$ cat src/common/mdf_pkg.sv
// Purpose: shared constants for the measurement dump formatter
// Assumes: single 10 MHz instrument clock
// Notes: mode codes follow the dump command numbers 0..9
package mdf_pkg;
    localparam logic [3:0] MODE_FULL_COND = 4'h0;
    localparam logic [3:0] MODE_MKR_AMP = 4'h1;
    localparam logic [3:0] MODE_MKR_AMP_FREQ = 4'h2;
    localparam logic [3:0] MODE_TRACE_A = 4'h3;
    localparam logic [3:0] MODE_TRACE_B = 4'h4;
    localparam logic [3:0] MODE_CAL = 4'h5;
    localparam logic [3:0] MODE_SHORT_COND = 4'h6;
    localparam logic [3:0] MODE_DISP_TEXT = 4'h7;
    localparam logic [3:0] MODE_AMP_RETRIG = 4'h8;
    localparam logic [3:0] MODE_AMP_FREQ_RETRIG = 4'h9;
    localparam logic [3:0] MODE_RESET = MODE_MKR_AMP;
    // special trigger selection, zero means none active
    localparam logic [1:0] TRIG_NONE = 2'h0;
    localparam logic [1:0] TRIG_LAST = 2'h3;
    // data source selectors presented on src_sel
    localparam logic [2:0] SRC_MKR_AMP = 3'h0;
    localparam logic [2:0] SRC_MKR_FREQ = 3'h1;
    localparam logic [2:0] SRC_TRACE_A = 3'h2;
    localparam logic [2:0] SRC_TRACE_B = 3'h3;
    localparam logic [2:0] SRC_CAL_FREQ = 3'h4;
    localparam logic [2:0] SRC_CAL_AMP = 3'h5;
    localparam logic [2:0] SRC_DISP = 3'h6;
    // record geometry
    localparam logic [9:0] TRACE_POINTS = 10'd1001;
    localparam logic [9:0] CAL_PAIRS = 10'd9;
    localparam logic [9:0] DISP_FIELDS = 10'd10;
    localparam logic [9:0] ONE_ITEM = 10'd1;
    localparam logic [3:0] AMP_LEN = 4'd11;
    localparam logic [3:0] FREQ_LEN = 4'd12;
    localparam logic [3:0] DISP_LEN = 4'd12;
    // highest char index that may be blanked as a leading zero, and last status byte index of each condition dump
    localparam logic [3:0] AMP_BLANK_LAST = 4'd4;
    localparam logic [3:0] FREQ_BLANK_LAST = 4'd8;
    localparam logic [1:0] FULL_COND_LAST = 2'd2;
    localparam logic [1:0] SHORT_COND_LAST = 2'd1;
    // ascii
    localparam logic [7:0] CH_COMMA = 8'h2C;
    localparam logic [7:0] CH_CR = 8'h0D;
    localparam logic [7:0] CH_LF = 8'h0A;
    localparam logic [7:0] CH_SPACE = 8'h20;
    localparam logic [7:0] CH_ZERO = 8'h30;
    localparam logic [7:0] CH_ONE = 8'h31;
    localparam logic [7:0] CH_NINE = 8'h39;
    localparam logic [7:0] CH_DOT = 8'h2E;
    localparam logic [7:0] CH_NUL = 8'h00;
    localparam logic [5:0] ERR_MIN = 6'd1;
    localparam logic [5:0] ERR_MAX = 6'd36;
    typedef enum {PH_IDLE, PH_ADDR, PH_WAIT, PH_LOAD, PH_SEND} mdf_phase_t;
    typedef enum {K_STAT, K_CHAR, K_COMMA, K_CR, K_LF} mdf_kind_t;
endpackage

$ cat src/hw/mdf_formatter.sv
// Purpose: selects and formats dump output bytes for the instrument bus talker
// Assumes: all inputs come from same-clock logic (bus handshake and instrument state)
// Notes: source store answers src_sel/src_item/src_char with one cycle of latency
`timescale 1ns/10ps

module mdf_formatter (
    input wire logic clock,
    input wire logic rst,
    input wire logic preset,
    input wire logic dev_clear,
    input wire logic mode_wr,
    input wire logic [3:0] mode_sel,
    input wire logic trig_wr,
    input wire logic [1:0] trig_sel,
    input wire logic meas_trigger,
    input wire logic autorange_busy,
    input wire logic overload,
    input wire logic below_scale,
    input wire logic input_tripped,
    input wire logic sweep_uncal,
    input wire logic lo_unlocked,
    input wire logic sweeping,
    input wire logic error_shown,
    input wire logic [5:0] error_code,
    input wire logic cal_done,
    input wire logic cal_failed,
    input wire logic [7:0] cal_error_num,
    input wire logic [7:0] src_data,
    input wire logic out_ready,
    output logic [2:0] src_sel,
    output logic [9:0] src_item,
    output logic [3:0] src_char,
    output logic [7:0] out_data,
    output logic out_valid,
    output logic out_eoi,
    output logic retrig_pulse,
    output logic [1:0] retrig_kind
);

    ////////////////////////////////////////////////////////////////////////////////
    logic [3:0] dump_mode;
    logic [1:0] special_trig;
    logic armed;
    logic lo_sticky;
    logic err_sticky;
    logic cal_err_sticky;
    logic [5:0] err_byte;
    logic [7:0] cal_err_byte;
    logic [7:0] extended_condition_byte;
    mdf_pkg::mdf_phase_t phase;
    mdf_pkg::mdf_kind_t kind;
    logic [9:0] item_cnt;
    logic part;
    logic [3:0] char_cnt;
    logic [1:0] byte_idx;
    logic leading;
    logic clr;
    logic retrig_mode;
    logic stat_mode;
    logic [9:0] n_items;
    logic two_parts;
    logic [2:0] cur_src;
    logic [3:0] cur_len;
    logic [3:0] blank_last;
    logic [1:0] stat_last;
    logic last_part;
    logic accept;
    logic [7:0] next_char;

    assign clr = preset | dev_clear;
    assign accept = out_valid & out_ready;
    assign retrig_mode = (dump_mode == mdf_pkg::MODE_AMP_RETRIG)
                       | (dump_mode == mdf_pkg::MODE_AMP_FREQ_RETRIG);
    assign stat_mode = (dump_mode == mdf_pkg::MODE_FULL_COND)
                     | (dump_mode == mdf_pkg::MODE_SHORT_COND);
    assign stat_last = (dump_mode == mdf_pkg::MODE_SHORT_COND) ?
                       mdf_pkg::SHORT_COND_LAST : mdf_pkg::FULL_COND_LAST;
    assign last_part = (part | ~two_parts) & (item_cnt == n_items - mdf_pkg::ONE_ITEM);

    ////////////////////////////////////////////////////////////////////////////////
    // record shape per mode
    always_comb
    begin
        n_items = mdf_pkg::ONE_ITEM;
        two_parts = 1'b0;
        cur_src = mdf_pkg::SRC_MKR_AMP;
        unique case (dump_mode)
            mdf_pkg::MODE_MKR_AMP_FREQ, mdf_pkg::MODE_AMP_FREQ_RETRIG:
            begin
                two_parts = 1'b1;
                cur_src = part ? mdf_pkg::SRC_MKR_AMP : mdf_pkg::SRC_MKR_FREQ;
            end
            mdf_pkg::MODE_TRACE_A:
            begin
                n_items = mdf_pkg::TRACE_POINTS;
                cur_src = mdf_pkg::SRC_TRACE_A;
            end
            mdf_pkg::MODE_TRACE_B:
            begin
                n_items = mdf_pkg::TRACE_POINTS;
                cur_src = mdf_pkg::SRC_TRACE_B;
            end
            mdf_pkg::MODE_CAL:
            begin
                n_items = mdf_pkg::CAL_PAIRS;
                two_parts = 1'b1;
                cur_src = part ? mdf_pkg::SRC_CAL_AMP : mdf_pkg::SRC_CAL_FREQ;
            end
            mdf_pkg::MODE_DISP_TEXT:
            begin
                n_items = mdf_pkg::DISP_FIELDS;
                cur_src = mdf_pkg::SRC_DISP;
            end
            default:
            begin
                n_items = mdf_pkg::ONE_ITEM;
            end
        endcase
    end

    always_comb
    begin
        cur_len = mdf_pkg::AMP_LEN;
        blank_last = mdf_pkg::AMP_BLANK_LAST;
        if (cur_src == mdf_pkg::SRC_MKR_FREQ || cur_src == mdf_pkg::SRC_CAL_FREQ)
        begin
            cur_len = mdf_pkg::FREQ_LEN;
            blank_last = mdf_pkg::FREQ_BLANK_LAST;
        end
        else if (cur_src == mdf_pkg::SRC_DISP)
        begin
            cur_len = mdf_pkg::DISP_LEN;
            blank_last = '0;
        end
    end

    ////////////////////////////////////////////////////////////////////////////////
    // single mode, single trigger
    always_ff @(posedge clock)
    begin
        if (rst || preset)
        begin
            dump_mode <= mdf_pkg::MODE_RESET;
            special_trig <= mdf_pkg::TRIG_NONE;
        end
        else
        begin
            if (mode_wr && mode_sel <= mdf_pkg::MODE_AMP_FREQ_RETRIG)
                dump_mode <= mode_sel;
            if (trig_wr)
                special_trig <= trig_sel;
        end
    end

    // sticky bits, a new event wins over clear
    always_ff @(posedge clock)
    begin
        if (rst)
        begin
            lo_sticky <= 1'b0;
            err_sticky <= 1'b0;
            cal_err_sticky <= 1'b0;
        end
        else
        begin
            lo_sticky <= lo_unlocked | (lo_sticky & ~clr);
            err_sticky <= error_shown | (err_sticky & ~clr);
            if (cal_done)
                cal_err_sticky <= cal_failed;
            else if (clr)
                cal_err_sticky <= 1'b0;
        end
    end

    always_ff @(posedge clock)
    begin
        if (rst)
            err_byte <= '0;
        else if (error_shown && error_code >= mdf_pkg::ERR_MIN
                 && error_code <= mdf_pkg::ERR_MAX)
            err_byte <= error_code;
        else if (clr)
            err_byte <= '0;
    end

    always_ff @(posedge clock)
    begin
        if (rst)
            cal_err_byte <= '0;
        else if (cal_done)
            cal_err_byte <= cal_error_num;
    end

    // only the dump path reads this byte
    always_comb
    begin
        extended_condition_byte[0] = autorange_busy | overload;
        extended_condition_byte[1] = autorange_busy | below_scale;
        extended_condition_byte[2] = input_tripped;
        extended_condition_byte[3] = sweep_uncal;
        extended_condition_byte[4] = lo_sticky;
        extended_condition_byte[5] = err_sticky;
        extended_condition_byte[6] = cal_err_sticky;
        extended_condition_byte[7] = sweeping;
    end

    ////////////////////////////////////////////////////////////////////////////////
    // trigger arms the next dump
    always_ff @(posedge clock)
    begin
        if (rst || clr || mode_wr)
            armed <= 1'b0;
        else if (meas_trigger)
            armed <= 1'b1;
        else if (phase == mdf_pkg::PH_IDLE && !retrig_mode)
            armed <= 1'b0;
    end

    // source address follows the counters; one cycle early of the sample
    always_ff @(posedge clock)
    begin
        if (rst)
        begin
            src_sel <= mdf_pkg::SRC_MKR_AMP;
            src_item <= '0;
            src_char <= '0;
        end
        else
        begin
            src_sel <= cur_src;
            src_item <= item_cnt;
            src_char <= char_cnt;
        end
    end

    // character shaping
    always_comb
    begin
        next_char = src_data;
        if (cur_src == mdf_pkg::SRC_DISP)
        begin
            if (src_data == mdf_pkg::CH_NUL)
                next_char = mdf_pkg::CH_SPACE;
        end
        else if (leading && src_data == mdf_pkg::CH_ZERO && char_cnt <= blank_last)
            next_char = mdf_pkg::CH_SPACE;
    end

    ////////////////////////////////////////////////////////////////////////////////
    // byte sequencer
    always_ff @(posedge clock)
    begin
        if (rst || clr || mode_wr)
        begin
            phase <= mdf_pkg::PH_IDLE;
            kind <= mdf_pkg::K_STAT;
            item_cnt <= '0;
            part <= 1'b0;
            char_cnt <= '0;
            byte_idx <= '0;
            leading <= 1'b1;
            out_valid <= 1'b0;
            out_eoi <= 1'b0;
            out_data <= '0;
            retrig_pulse <= 1'b0;
            retrig_kind <= mdf_pkg::TRIG_NONE;
        end
        else
        begin
            retrig_pulse <= 1'b0;
            unique case (phase)
                mdf_pkg::PH_IDLE:
                begin
                    item_cnt <= '0;
                    part <= 1'b0;
                    char_cnt <= '0;
                    byte_idx <= '0;
                    leading <= 1'b1;
                    kind <= stat_mode ? mdf_pkg::K_STAT : mdf_pkg::K_CHAR;
                    if (armed || retrig_mode)
                        phase <= mdf_pkg::PH_ADDR;
                end
                mdf_pkg::PH_ADDR:
                    phase <= mdf_pkg::PH_WAIT;
                mdf_pkg::PH_WAIT:
                    phase <= mdf_pkg::PH_LOAD;
                mdf_pkg::PH_LOAD:
                begin
                    phase <= mdf_pkg::PH_SEND;
                    out_valid <= 1'b1;
                    out_eoi <= 1'b0;
                    unique case (kind)
                        mdf_pkg::K_STAT:
                        begin
                            out_eoi <= (byte_idx == stat_last);
                            if (byte_idx == 2'd0)
                                out_data <= extended_condition_byte;
                            else if (byte_idx == 2'd1)
                                out_data <= {2'b00, err_byte};
                            else
                                out_data <= cal_err_byte;
                        end
                        mdf_pkg::K_CHAR:
                        begin
                            out_data <= next_char;
                            if ((src_data >= mdf_pkg::CH_ONE && src_data <= mdf_pkg::CH_NINE)
                                || src_data == mdf_pkg::CH_DOT)
                                leading <= 1'b0;
                        end
                        mdf_pkg::K_COMMA:
                            out_data <= mdf_pkg::CH_COMMA;
                        mdf_pkg::K_CR:
                            out_data <= mdf_pkg::CH_CR;
                        mdf_pkg::K_LF:
                        begin
                            out_data <= mdf_pkg::CH_LF;
                            out_eoi <= 1'b1;
                        end
                    endcase
                end
                mdf_pkg::PH_SEND:
                begin
                    if (out_ready)
                    begin
                        out_valid <= 1'b0;
                        out_eoi <= 1'b0;
                        phase <= out_eoi ? mdf_pkg::PH_IDLE : mdf_pkg::PH_ADDR;
                        if (out_eoi && retrig_mode)
                        begin
                            retrig_pulse <= 1'b1;
                            retrig_kind <= special_trig;
                        end
                        unique case (kind)
                            mdf_pkg::K_STAT:
                                byte_idx <= byte_idx + 2'd1;
                            mdf_pkg::K_CHAR:
                            begin
                                if (char_cnt == cur_len - 4'd1)
                                begin
                                    char_cnt <= '0;
                                    kind <= last_part ? mdf_pkg::K_CR : mdf_pkg::K_COMMA;
                                end
                                else
                                    char_cnt <= char_cnt + 4'd1;
                            end
                            mdf_pkg::K_COMMA:
                            begin
                                kind <= mdf_pkg::K_CHAR;
                                leading <= 1'b1;
                                if (two_parts && !part)
                                    part <= 1'b1;
                                else
                                begin
                                    part <= 1'b0;
                                    item_cnt <= item_cnt + 10'd1;
                                end
                            end
                            mdf_pkg::K_CR:
                                kind <= mdf_pkg::K_LF;
                            mdf_pkg::K_LF:
                                kind <= mdf_pkg::K_LF;
                        endcase
                    end
                end
            endcase
        end
    end

    ////////////////////////////////////////////////////////////////////////////////
    AST_EOI_FINAL: assert property (@(posedge clock) disable iff (rst)
        (out_valid && out_eoi && !stat_mode) |-> (out_data == mdf_pkg::CH_LF))
        else $error("eoi not on final line feed");
    AST_PRESET_MODE: assert property (@(posedge clock) disable iff (rst)
        $past(preset) |-> (dump_mode == mdf_pkg::MODE_MKR_AMP))
        else $error("preset did not select marker amplitude dump");
    AST_CR_THEN_LF: assert property (@(posedge clock) disable iff (rst || clr || mode_wr)
        (accept && out_data == mdf_pkg::CH_CR && !stat_mode)
        |-> ##4 (out_valid && out_eoi && out_data == mdf_pkg::CH_LF))
        else $error("line feed with eoi did not follow carriage return");
    AST_ERR_CLEARED: assert property (@(posedge clock) disable iff (rst)
        (dev_clear && !error_shown) |=> (err_byte == '0) && !err_sticky)
        else $error("device clear left error state set");
    AST_RETRIG_FIRES: assert property (@(posedge clock)
        disable iff (rst || clr || mode_wr)
        (accept && out_eoi && retrig_mode) |=> (retrig_pulse && retrig_kind == special_trig))
        else $error("retrigger mode did not fire trigger after read");
    AST_NO_SPACE_HOLE: assert property (@(posedge clock) disable iff (rst)
        (out_valid && dump_mode == mdf_pkg::MODE_DISP_TEXT) |-> (out_data != mdf_pkg::CH_NUL))
        else $error("unused display character not sent as space");
    AST_NEEDS_TRIGGER: assert property (@(posedge clock) disable iff (rst || mode_wr)
        (phase == mdf_pkg::PH_IDLE && !retrig_mode && !armed) |=> (phase == mdf_pkg::PH_IDLE))
        else $error("dump started without trigger");
    AST_SHORT_LEN: assert property (@(posedge clock) disable iff (rst)
        (out_valid && out_eoi && dump_mode == mdf_pkg::MODE_SHORT_COND)
        |-> (byte_idx == mdf_pkg::SHORT_COND_LAST))
        else $error("short status dump has wrong length");
    AST_SWEEP_BIT: assert property (@(posedge clock) disable iff (rst)
        (phase == mdf_pkg::PH_LOAD && kind == mdf_pkg::K_STAT && byte_idx == 2'd0)
        |=> (out_data[7] == $past(sweeping)))
        else $error("sweep bit does not follow sweeping");

endmodule

$ cat config.mk
export PLATFORM = sky130hd
export DESIGN_NAME = mdf_formatter
export DESIGN_NICKNAME = d
export VERILOG_FILES = /design/src/common/mdf_pkg.sv /design/src/hw/mdf_formatter.sv
export SDC_FILE = /design/constraint.sdc
export NUM_CORES = 1
export LEC_CHECK = 0
export BUFFER_PORTS_ARGS = -buffer_cell sky130_fd_sc_hd__buf_2
export CAP_MARGIN = 20
export CORE_MARGIN = 1.5
export CORE_UTILIZATION = 55
export DETAILED_ROUTE_END_ITERATION = 10
export PLACE_DENSITY = 0.8
export SETUP_SLACK_MARGIN = 0.4
export SKIP_CTS_REPAIR_TIMING = 1
export SYNTH_ARGS = -nofsm -noshare
export SYNTH_HDL_FRONTEND = slang
export SYNTH_SLANG_ARGS = --single-unit
export TNS_END_PERCENT = 1
$ cat constraint.sdc
create_clock -name clock -period 3.05 [get_ports clock]
set_input_delay 0.305 -clock clock [delete_from_list [all_inputs] [get_ports clock]]
set_output_delay 0.305 -clock clock [all_outputs]
set_load 0.01 [all_outputs]
==> metrics, run 1 <==
status finished, violations left; failing checks DRC; register area 1560 sq um; Clock Latency Late Sink 360 ps; sequential power share 48.2%; root buffer cell clkbuf_8; grt total ovfl 0; Finished Layout Cells 598; Area growth syn-to-layout 18.3%; synthesized instance count 448; Syn. warnings 0; Initial Utilization 57.8%; PD cells 490 nW/um^2; most frequent cells in the layout dfxtp_1 (76), buf_2 (75), nor2_1 (56); Clock power frac 45.5%; IR drop worst, VDD 0.279 mV; CP arrival 2630 ps; Filler Cell Count 540; delay-heaviest family, CP compound AO/OA/AOI/OAI gates; GRT met3 Usage 4.86%; asr flop ratio synth 0%; clk sinks 78; most common cell after layout, fill and taps aside dfxtp_1; Inst Count DP 583; met2 GRT Util 41.0%; crit-path cells nor3b_2, inv_1, ha_1, ha_1, xor2_1, nand4_1, o41ai_1, o21ai_0, o21bai_1; die height 85.4 um; H-tree lvl count 3; Syn Area/Cell 8.34 sq um; min cycle time layout 2340 ps; combinational share of power 6.3%; Final Wtd Congestion 0.833; fin. max-slew vios 0; Total Routing Usage GR 26.4%; worst hold slack 153 ps; post-DP HPWL 6.79 mm; NetSw 0.466 mW; grt peak-use layer met2; number of global-route vias before repair 3155; io pins 76; Num CTS Buffers 9; initial drt markers 214; Pwr Total 2.17 mW; average wire per standard cell 15.8 um; DP Area 4160 sq um; Die Span X 85.4 um; CP max-delay cell dfxtp_1; Via density 5.90; CP Max Fanout 12; layout net count 571; RSZ-0062 raised after global routing no; pin count of the biggest net entering global routing 38; Post-synth top flop dfxtp_1; Netlist cell types 61; maximum clock path buffer count 2; relative slew slack 53.9%; Port Buffers 75; slowest stage delay, CP 530 ps; CTS tree built; fin crit share 76.8%; clk_skew 14.1 ps; final instance area 4420 sq um; Mapped Nets 502; fmax 427 MHz; total wire length 9.42 mm; Required @ worst endpoint 3330 ps; Post-synth EDFFs 0; Hold Fails Final Rpt 0; Leak 1.84 nW; row count 29; area occupied by multi-input gates 2040 sq um; Core ar. 6460 sq um; Setup CP Type register to register; DIE AREA 7290 sq um; Setup Total Neg Slack 0 ps; CP dominant cell by count ha_1; buffers plus inverters on the worst setup path 1; internal power 1.70 mW; CP startpoint kind register; switching part of the total 21.5%; DRT antenna net count 0; Ant. Diodes 0; met1 usage in global routing 36.5%; first-pass iteration count of the detailed router 8; Remaining DRCs 6; Finish-stage setup viols 0; Hold Crit Class input port to register; first-pass GRT wire length 15.2 mm; initial antenna violation count 0; mapped cell area 3730 sq um; Slew @ Worst Pin 692 ps; Vias 3529; number of synthesized register bits 78; Crit. End Element register; Reg clk slew, reported paths 80 ps; Max Cap Viol 0; share of layout cells above drive strength 1 20.0%; sequential element share of the synthesized area 41.8%
-- flip-flops by register name (all words and copies together), names as in the netlist --
name and flops:
item_cnt 10, src_item 10, cal_err_byte 8, out_data 8, err_byte 6, char_cnt 4
dump_mode 4, src_char 4, kind 3, phase 3, src_sel 3, byte_idx 2
retrig_kind 2, special_trig 2, armed 1, cal_err_sticky 1, err_sticky 1, leading 1
lo_sticky 1, out_eoi 1, out_valid 1, part 1, retrig_pulse 1
-- final cells by class --
type                       count  area share, %
multi-input combinational    335           46.2
tap                           77           2.18
clock inverter                 3           2.04
sequential                    78           35.4
timing repair buffer          80           9.34
clock buffer                  12           3.74
inverter                      13           1.10
-- metrics by stage --
step / setup slack [ps] / util (%)
global route: 479 / 68.4
finish: 707 / 68.4
CTS: 413 / 68.3
detailed placement: 448 / 64.4
global placement: 535 / 64.4
floorplan: 715 / -
-- synth_stat cells, types with 2 or more instances --
cell type | number | share of area, %
dfxtp_1 | 78 | 42
nor2_1 | 56 | 5.6
nand2_1 | 41 | 4.1
a21oi_1 | 33 | 4.4
o21ai_0 | 26 | 3.5
mux2i_1 | 20 | 5.4
clkbuf_1 | 17 | 1.7
nand3_1 | 15 | 2.0
nor2b_1 | 14 | 2.3
inv_1 | 13 | 1.3
nand4_1 | 11 | 1.8
xor2_1 | 10 | 2.3
nand2b_1 | 9 | 1.5
nor3_1 | 9 | 1.2
ha_1 | 8 | 2.7
o211ai_1 | 7 | 1.4
nor3b_1 | 5 | 1.0
nor4_1 | 5 | 0.84
o2111ai_1 | 5 | 1.2
xnor2_1 | 5 | 1.2
and3_1 | 4 | 0.67
a31oi_1 | 3 | 0.50
and2_1 | 3 | 0.50
and4_1 | 3 | 0.70
buf_1 | 3 | 0.30
a211oi_1 | 2 | 0.40
a221oi_1 | 2 | 0.47
a32oi_1 | 2 | 0.47
o211a_1 | 2 | 0.54
o22a_1 | 2 | 0.47
o31ai_1 | 2 | 0.40
or2_2 | 2 | 0.33
or3_1 | 2 | 0.33
or4_1 | 2 | 0.40
-- cells by family after synthesis --
| group | after synthesis | share of synthesized area (%) |
|---|---|---|
| AO/OA/AOI/OAI | 101 | 17.0 |
| AND/OR/NAND/NOR | 189 | 25.4 |
| multiplexers | 21 | 5.66 |
| buffers and inverters | 35 | 3.65 |
| flip-flops | 78 | 41.8 |
| adder cells (fa/ha/maj) | 9 | 2.95 |
| XOR/XNOR | 15 | 3.52 |
-- per-layer routing --
| metal | part of all wire, % | vias up |
|---|---|---|
| met5 | 0 | - |
| met4 | 1.5 | 0 |
| met3 | 4.0 | 17 |
| met2 | 48 | 107 |
| met1 | 47 | 1677 |
| li1 | - | 1728 |
-- worst min-delay path, cell delays in order --
cell,delay (ps)
buf_2,80
a21oi_1,30
nor2_1,70
-- path summary, 6_finish.rpt --
check / start / endpoint / slack, ps / cells after the start
max: dump_mode[2] / kind[0] / 710 / 9
min: lo_unlocked / lo_sticky / 150 / 3
max reg2reg: dump_mode[2] / kind[0] / 710 / 9
min reg2reg: out_data[0] / out_data[0] / 460 / 2
-- power by group through the flow --
| stage | sequential, mW | combinational, mW | clock [mW] |
|---|---|---|---|
| 2_1_floorplan | 1.06 | 0.0801 | 0 |
| 3_3_place_gp | 1.07 | 0.130 | 0 |
| 3_5_place_dp | 1.07 | 0.134 | 0 |
| 4_1_cts | 1.04 | 0.135 | 0.987 |
| 5_1_grt | 1.05 | 0.149 | 1.04 |
| 6_report | 1.04 | 0.136 | 0.985 |
No activity file was read; power rests on OpenSTA's default activity.
==> run 2, diff against run 1 <==
--- a/config.mk
+++ b/config.mk
@@ -5,12 +5,13 @@
 export SDC_FILE = /design/constraint.sdc
 export NUM_CORES = 1
 export LEC_CHECK = 0
+export ABC_AREA = 1
 export BUFFER_PORTS_ARGS = -buffer_cell sky130_fd_sc_hd__buf_2
 export CAP_MARGIN = 20
 export CORE_MARGIN = 1.5
-export CORE_UTILIZATION = 55
+export CORE_UTILIZATION = 50
 export DETAILED_ROUTE_END_ITERATION = 10
-export PLACE_DENSITY = 0.8
+export PLACE_DENSITY = 0.76
 export SETUP_SLACK_MARGIN = 0.4
 export SKIP_CTS_REPAIR_TIMING = 1
 export SYNTH_ARGS = -nofsm -noshare
==> constraint.sdc (replaced) <==
create_clock -name clock -period 2.1 [get_ports clock]
set_input_delay 0.21 -clock clock [delete_from_list [all_inputs] [get_ports clock]]
set_output_delay 0.21 -clock clock [all_outputs]
set_load 0.01 [all_outputs]
==> metrics, run 2 <==
layout net count 679 (+19%); Hold Fails Final Rpt 0 (unchanged); initial drt markers 158 (-26%); Num CTS Buffers 9 (unchanged); mapped cell area 3790 sq um (+1.5%); buffers plus inverters on the worst setup path 3 (+2); Ant. Diodes 0 (unchanged); register area 1580 sq um (+1.0%); status finished, final reports clean; first-pass iteration count of the detailed router 5 (-3); Crit. End Element register; Max Cap Viol 0 (unchanged); DP Area 4340 sq um (+4.4%); number of global-route vias before repair 3496 (+11%); DIE AREA 8110 sq um (+11%); most frequent cells in the layout nand2_1 (103), nor2_1 (75), buf_2 (75); relative slew slack 59.2% (+5.3 points); Hold Crit Class input port to register; Core ar. 7290 sq um (+13%); CP max-delay cell dfxtp_4; Slew @ Worst Pin 607 ps (-84.6 ps); area occupied by multi-input gates 2090 sq um (+2.5%); Post-synth top flop dfxtp_1; Required @ worst endpoint 2400 ps (-930 ps); Total Routing Usage GR 23.3% (-3.1 points); Via density 5.26 (-11%); CP Max Fanout 5 (-7); average wire per standard cell 13.4 um (-15%); Mapped Nets 583 (+16%); Syn Area/Cell 7.17 sq um (-14%); Setup CP Type register to register; number of synthesized register bits 78 (unchanged); fmax 506 MHz (+18%); asr flop ratio synth 0% (unchanged); clk_skew 9.89 ps (-4.24 ps); CTS tree built; Leak 2.10 nW (+14%); Filler Cell Count 668 (+24%); root buffer cell clkbuf_8; Post-synth EDFFs 0 (unchanged); RSZ-0062 raised after global routing yes; CP dominant cell by count nand2_1; Clock Latency Late Sink 360 ps (about the same); die height 90.1 um (+5.5%); Largest regs item_cnt (10), src_item (10); PD cells 633 nW/um^2 (+29%); Port Buffers 75 (unchanged); Area growth syn-to-layout 27.4%; Vias 3834 (+8.6%); Finish-stage setup viols 0 (unchanged); Die Span X 90.1 um (+5.5%); Synth area leaders dfxtp_1 (41%), nand2_1 (11%), nor2_1 (7.8%); initial antenna violation count 0 (unchanged); Synth top area share 41.2% (-0.62 points); dominant cell type by area after synthesis dfxtp_1; total wire length 9.78 mm (+3.8%); crit-path cells inv_4, nand2_4, nor2_4, inv_4, ha_4, ha_4, inv_2, nand2_2, nand2_2, nor2_2, nand3_1, nor2_1, nand3_1, nand2_1, nand2_1, nand3_2, nand2_1, nor2_1; final instance area 4830 sq um (+9.3%); clk sinks 78 (unchanged); io pins 76 (unchanged); CP arrival 2270 ps (-360 ps); Reg clk slew, reported paths 80 ps (about the same); first-pass GRT wire length 15.4 mm (+1.3%); Pwr Total 3.06 mW (+41%); post-DP HPWL 7.06 mm (+3.9%); grt total ovfl 0 (unchanged); Final Wtd Congestion 0.915 (+9.8%); CP startpoint kind register; slowest stage delay, CP 370 ps (-160 ps); DRT antenna net count 0 (unchanged); Syn. warnings 0 (unchanged); Synth top cells by count nand2_1 (111), nor2_1 (79), dfxtp_1 (78); synthesized instance count 529 (+18%); fin. max-slew vios 0 (unchanged); delay-heaviest family, CP simple AND/OR/NAND/NOR gates; fin crit share 94.2% (+17 points); dpl ws 122 ps (-326 ps); min cycle time layout 1980 ps (-366 ps); H-tree lvl count 3 (unchanged); Remaining DRCs 0 (-6); most numerous cell in the Yosys netlist nand2_1; Initial Utilization 52.0% (-5.8 points); fin worst setup slack 123 ps (-584 ps); share of layout cells above drive strength 1 29.0% (+9.1 points); row count 31 (+6.9%); IR drop worst, VDD 0.320 mV (+15%); Netlist cell types 44 (-28%); most common cell after layout, fill and taps aside nand2_1; maximum clock path buffer count 2 (unchanged); pin count of the biggest net entering global routing 26 (-32%); sequential element share of the synthesized area 41.2% (-0.62 points)
## run 2: cell types whose count changed in the layout (fill, tap and decap cells not counted), sizes merged, moves of 12 or more
cell	previous run	this run
nand2	41	119
nor2b	14	0
inv	13	64
nand3	15	32
a21oi	33	45
buf	80	94
nor2	56	88
mux2i	20	0
## run 2: area by class of cell
| type | count | share of cell area (%) |
|---|---|---|
| inverter | 67 | 5.65 |
| tap | 99 | 2.57 |
| timing repair buffer | 94 | 10.9 |
| clock inverter | 3 | 1.35 |
| multi-input combinational | 375 | 43.3 |
| sequential | 78 | 32.7 |
| clock buffer | 13 | 3.50 |
## run 2: worst paths after layout
check             depth (start not counted)              end            start  slack, ps
setup / recovery                         18          kind[0]     dump_mode[3]        120
hold / removal                            3        lo_sticky      lo_unlocked         60
setup reg to reg                         18          kind[0]     dump_mode[3]        120
hold reg to reg                           2  special_trig[0]  special_trig[0]        460
## run 2: logic make-up after synthesis
family	count (synthesis)	share of synthesized area, %
compound gates	98	14.9
xor+xnor	6	1.39
fa+ha+maj	8	2.64
buf+inv	76	7.95
flops	78	41.2
simple gates	263	32.0
## run 2: metrics by stage
step / util (%) / hold slack, ps / setup TNS, ps / cells
4_1_cts: 62.7 / 59.1 / 0 / 717
2_1_floorplan: - / 327 / 0 / 529
5_1_grt: 66.2 / 79.1 / -110 / 729
3_5_place_dp: 59.5 / 426 / 0 / 701
6_report: 66.2 / 62.7 / 0 / 729
3_3_place_gp: 59.5 / 416 / 0 / 701
## run 2: worst min-delay path, cell delays in order
cell and delay [ps]:
buf_2 80, a21oi_1 30, nor2_1 70
## run 2: power by group
group          leakage, nW  switching (mW)  total, mW  internal, mW
sequential           0.636          0.0177       1.52          1.50
combinational         1.35           0.134      0.230        0.0963
clock                0.120           0.544       1.31         0.766
total                 2.10           0.695       3.06          2.36
## run 2: metal layers
layer  GRT usage, %  vias up  routed length [um]
met5              0        -                   0
met4           11.1        0                 170
met3           3.89       16                 523
met2           39.2      108                4850
met1           28.9     1772                4240
li1               -     1938                   -
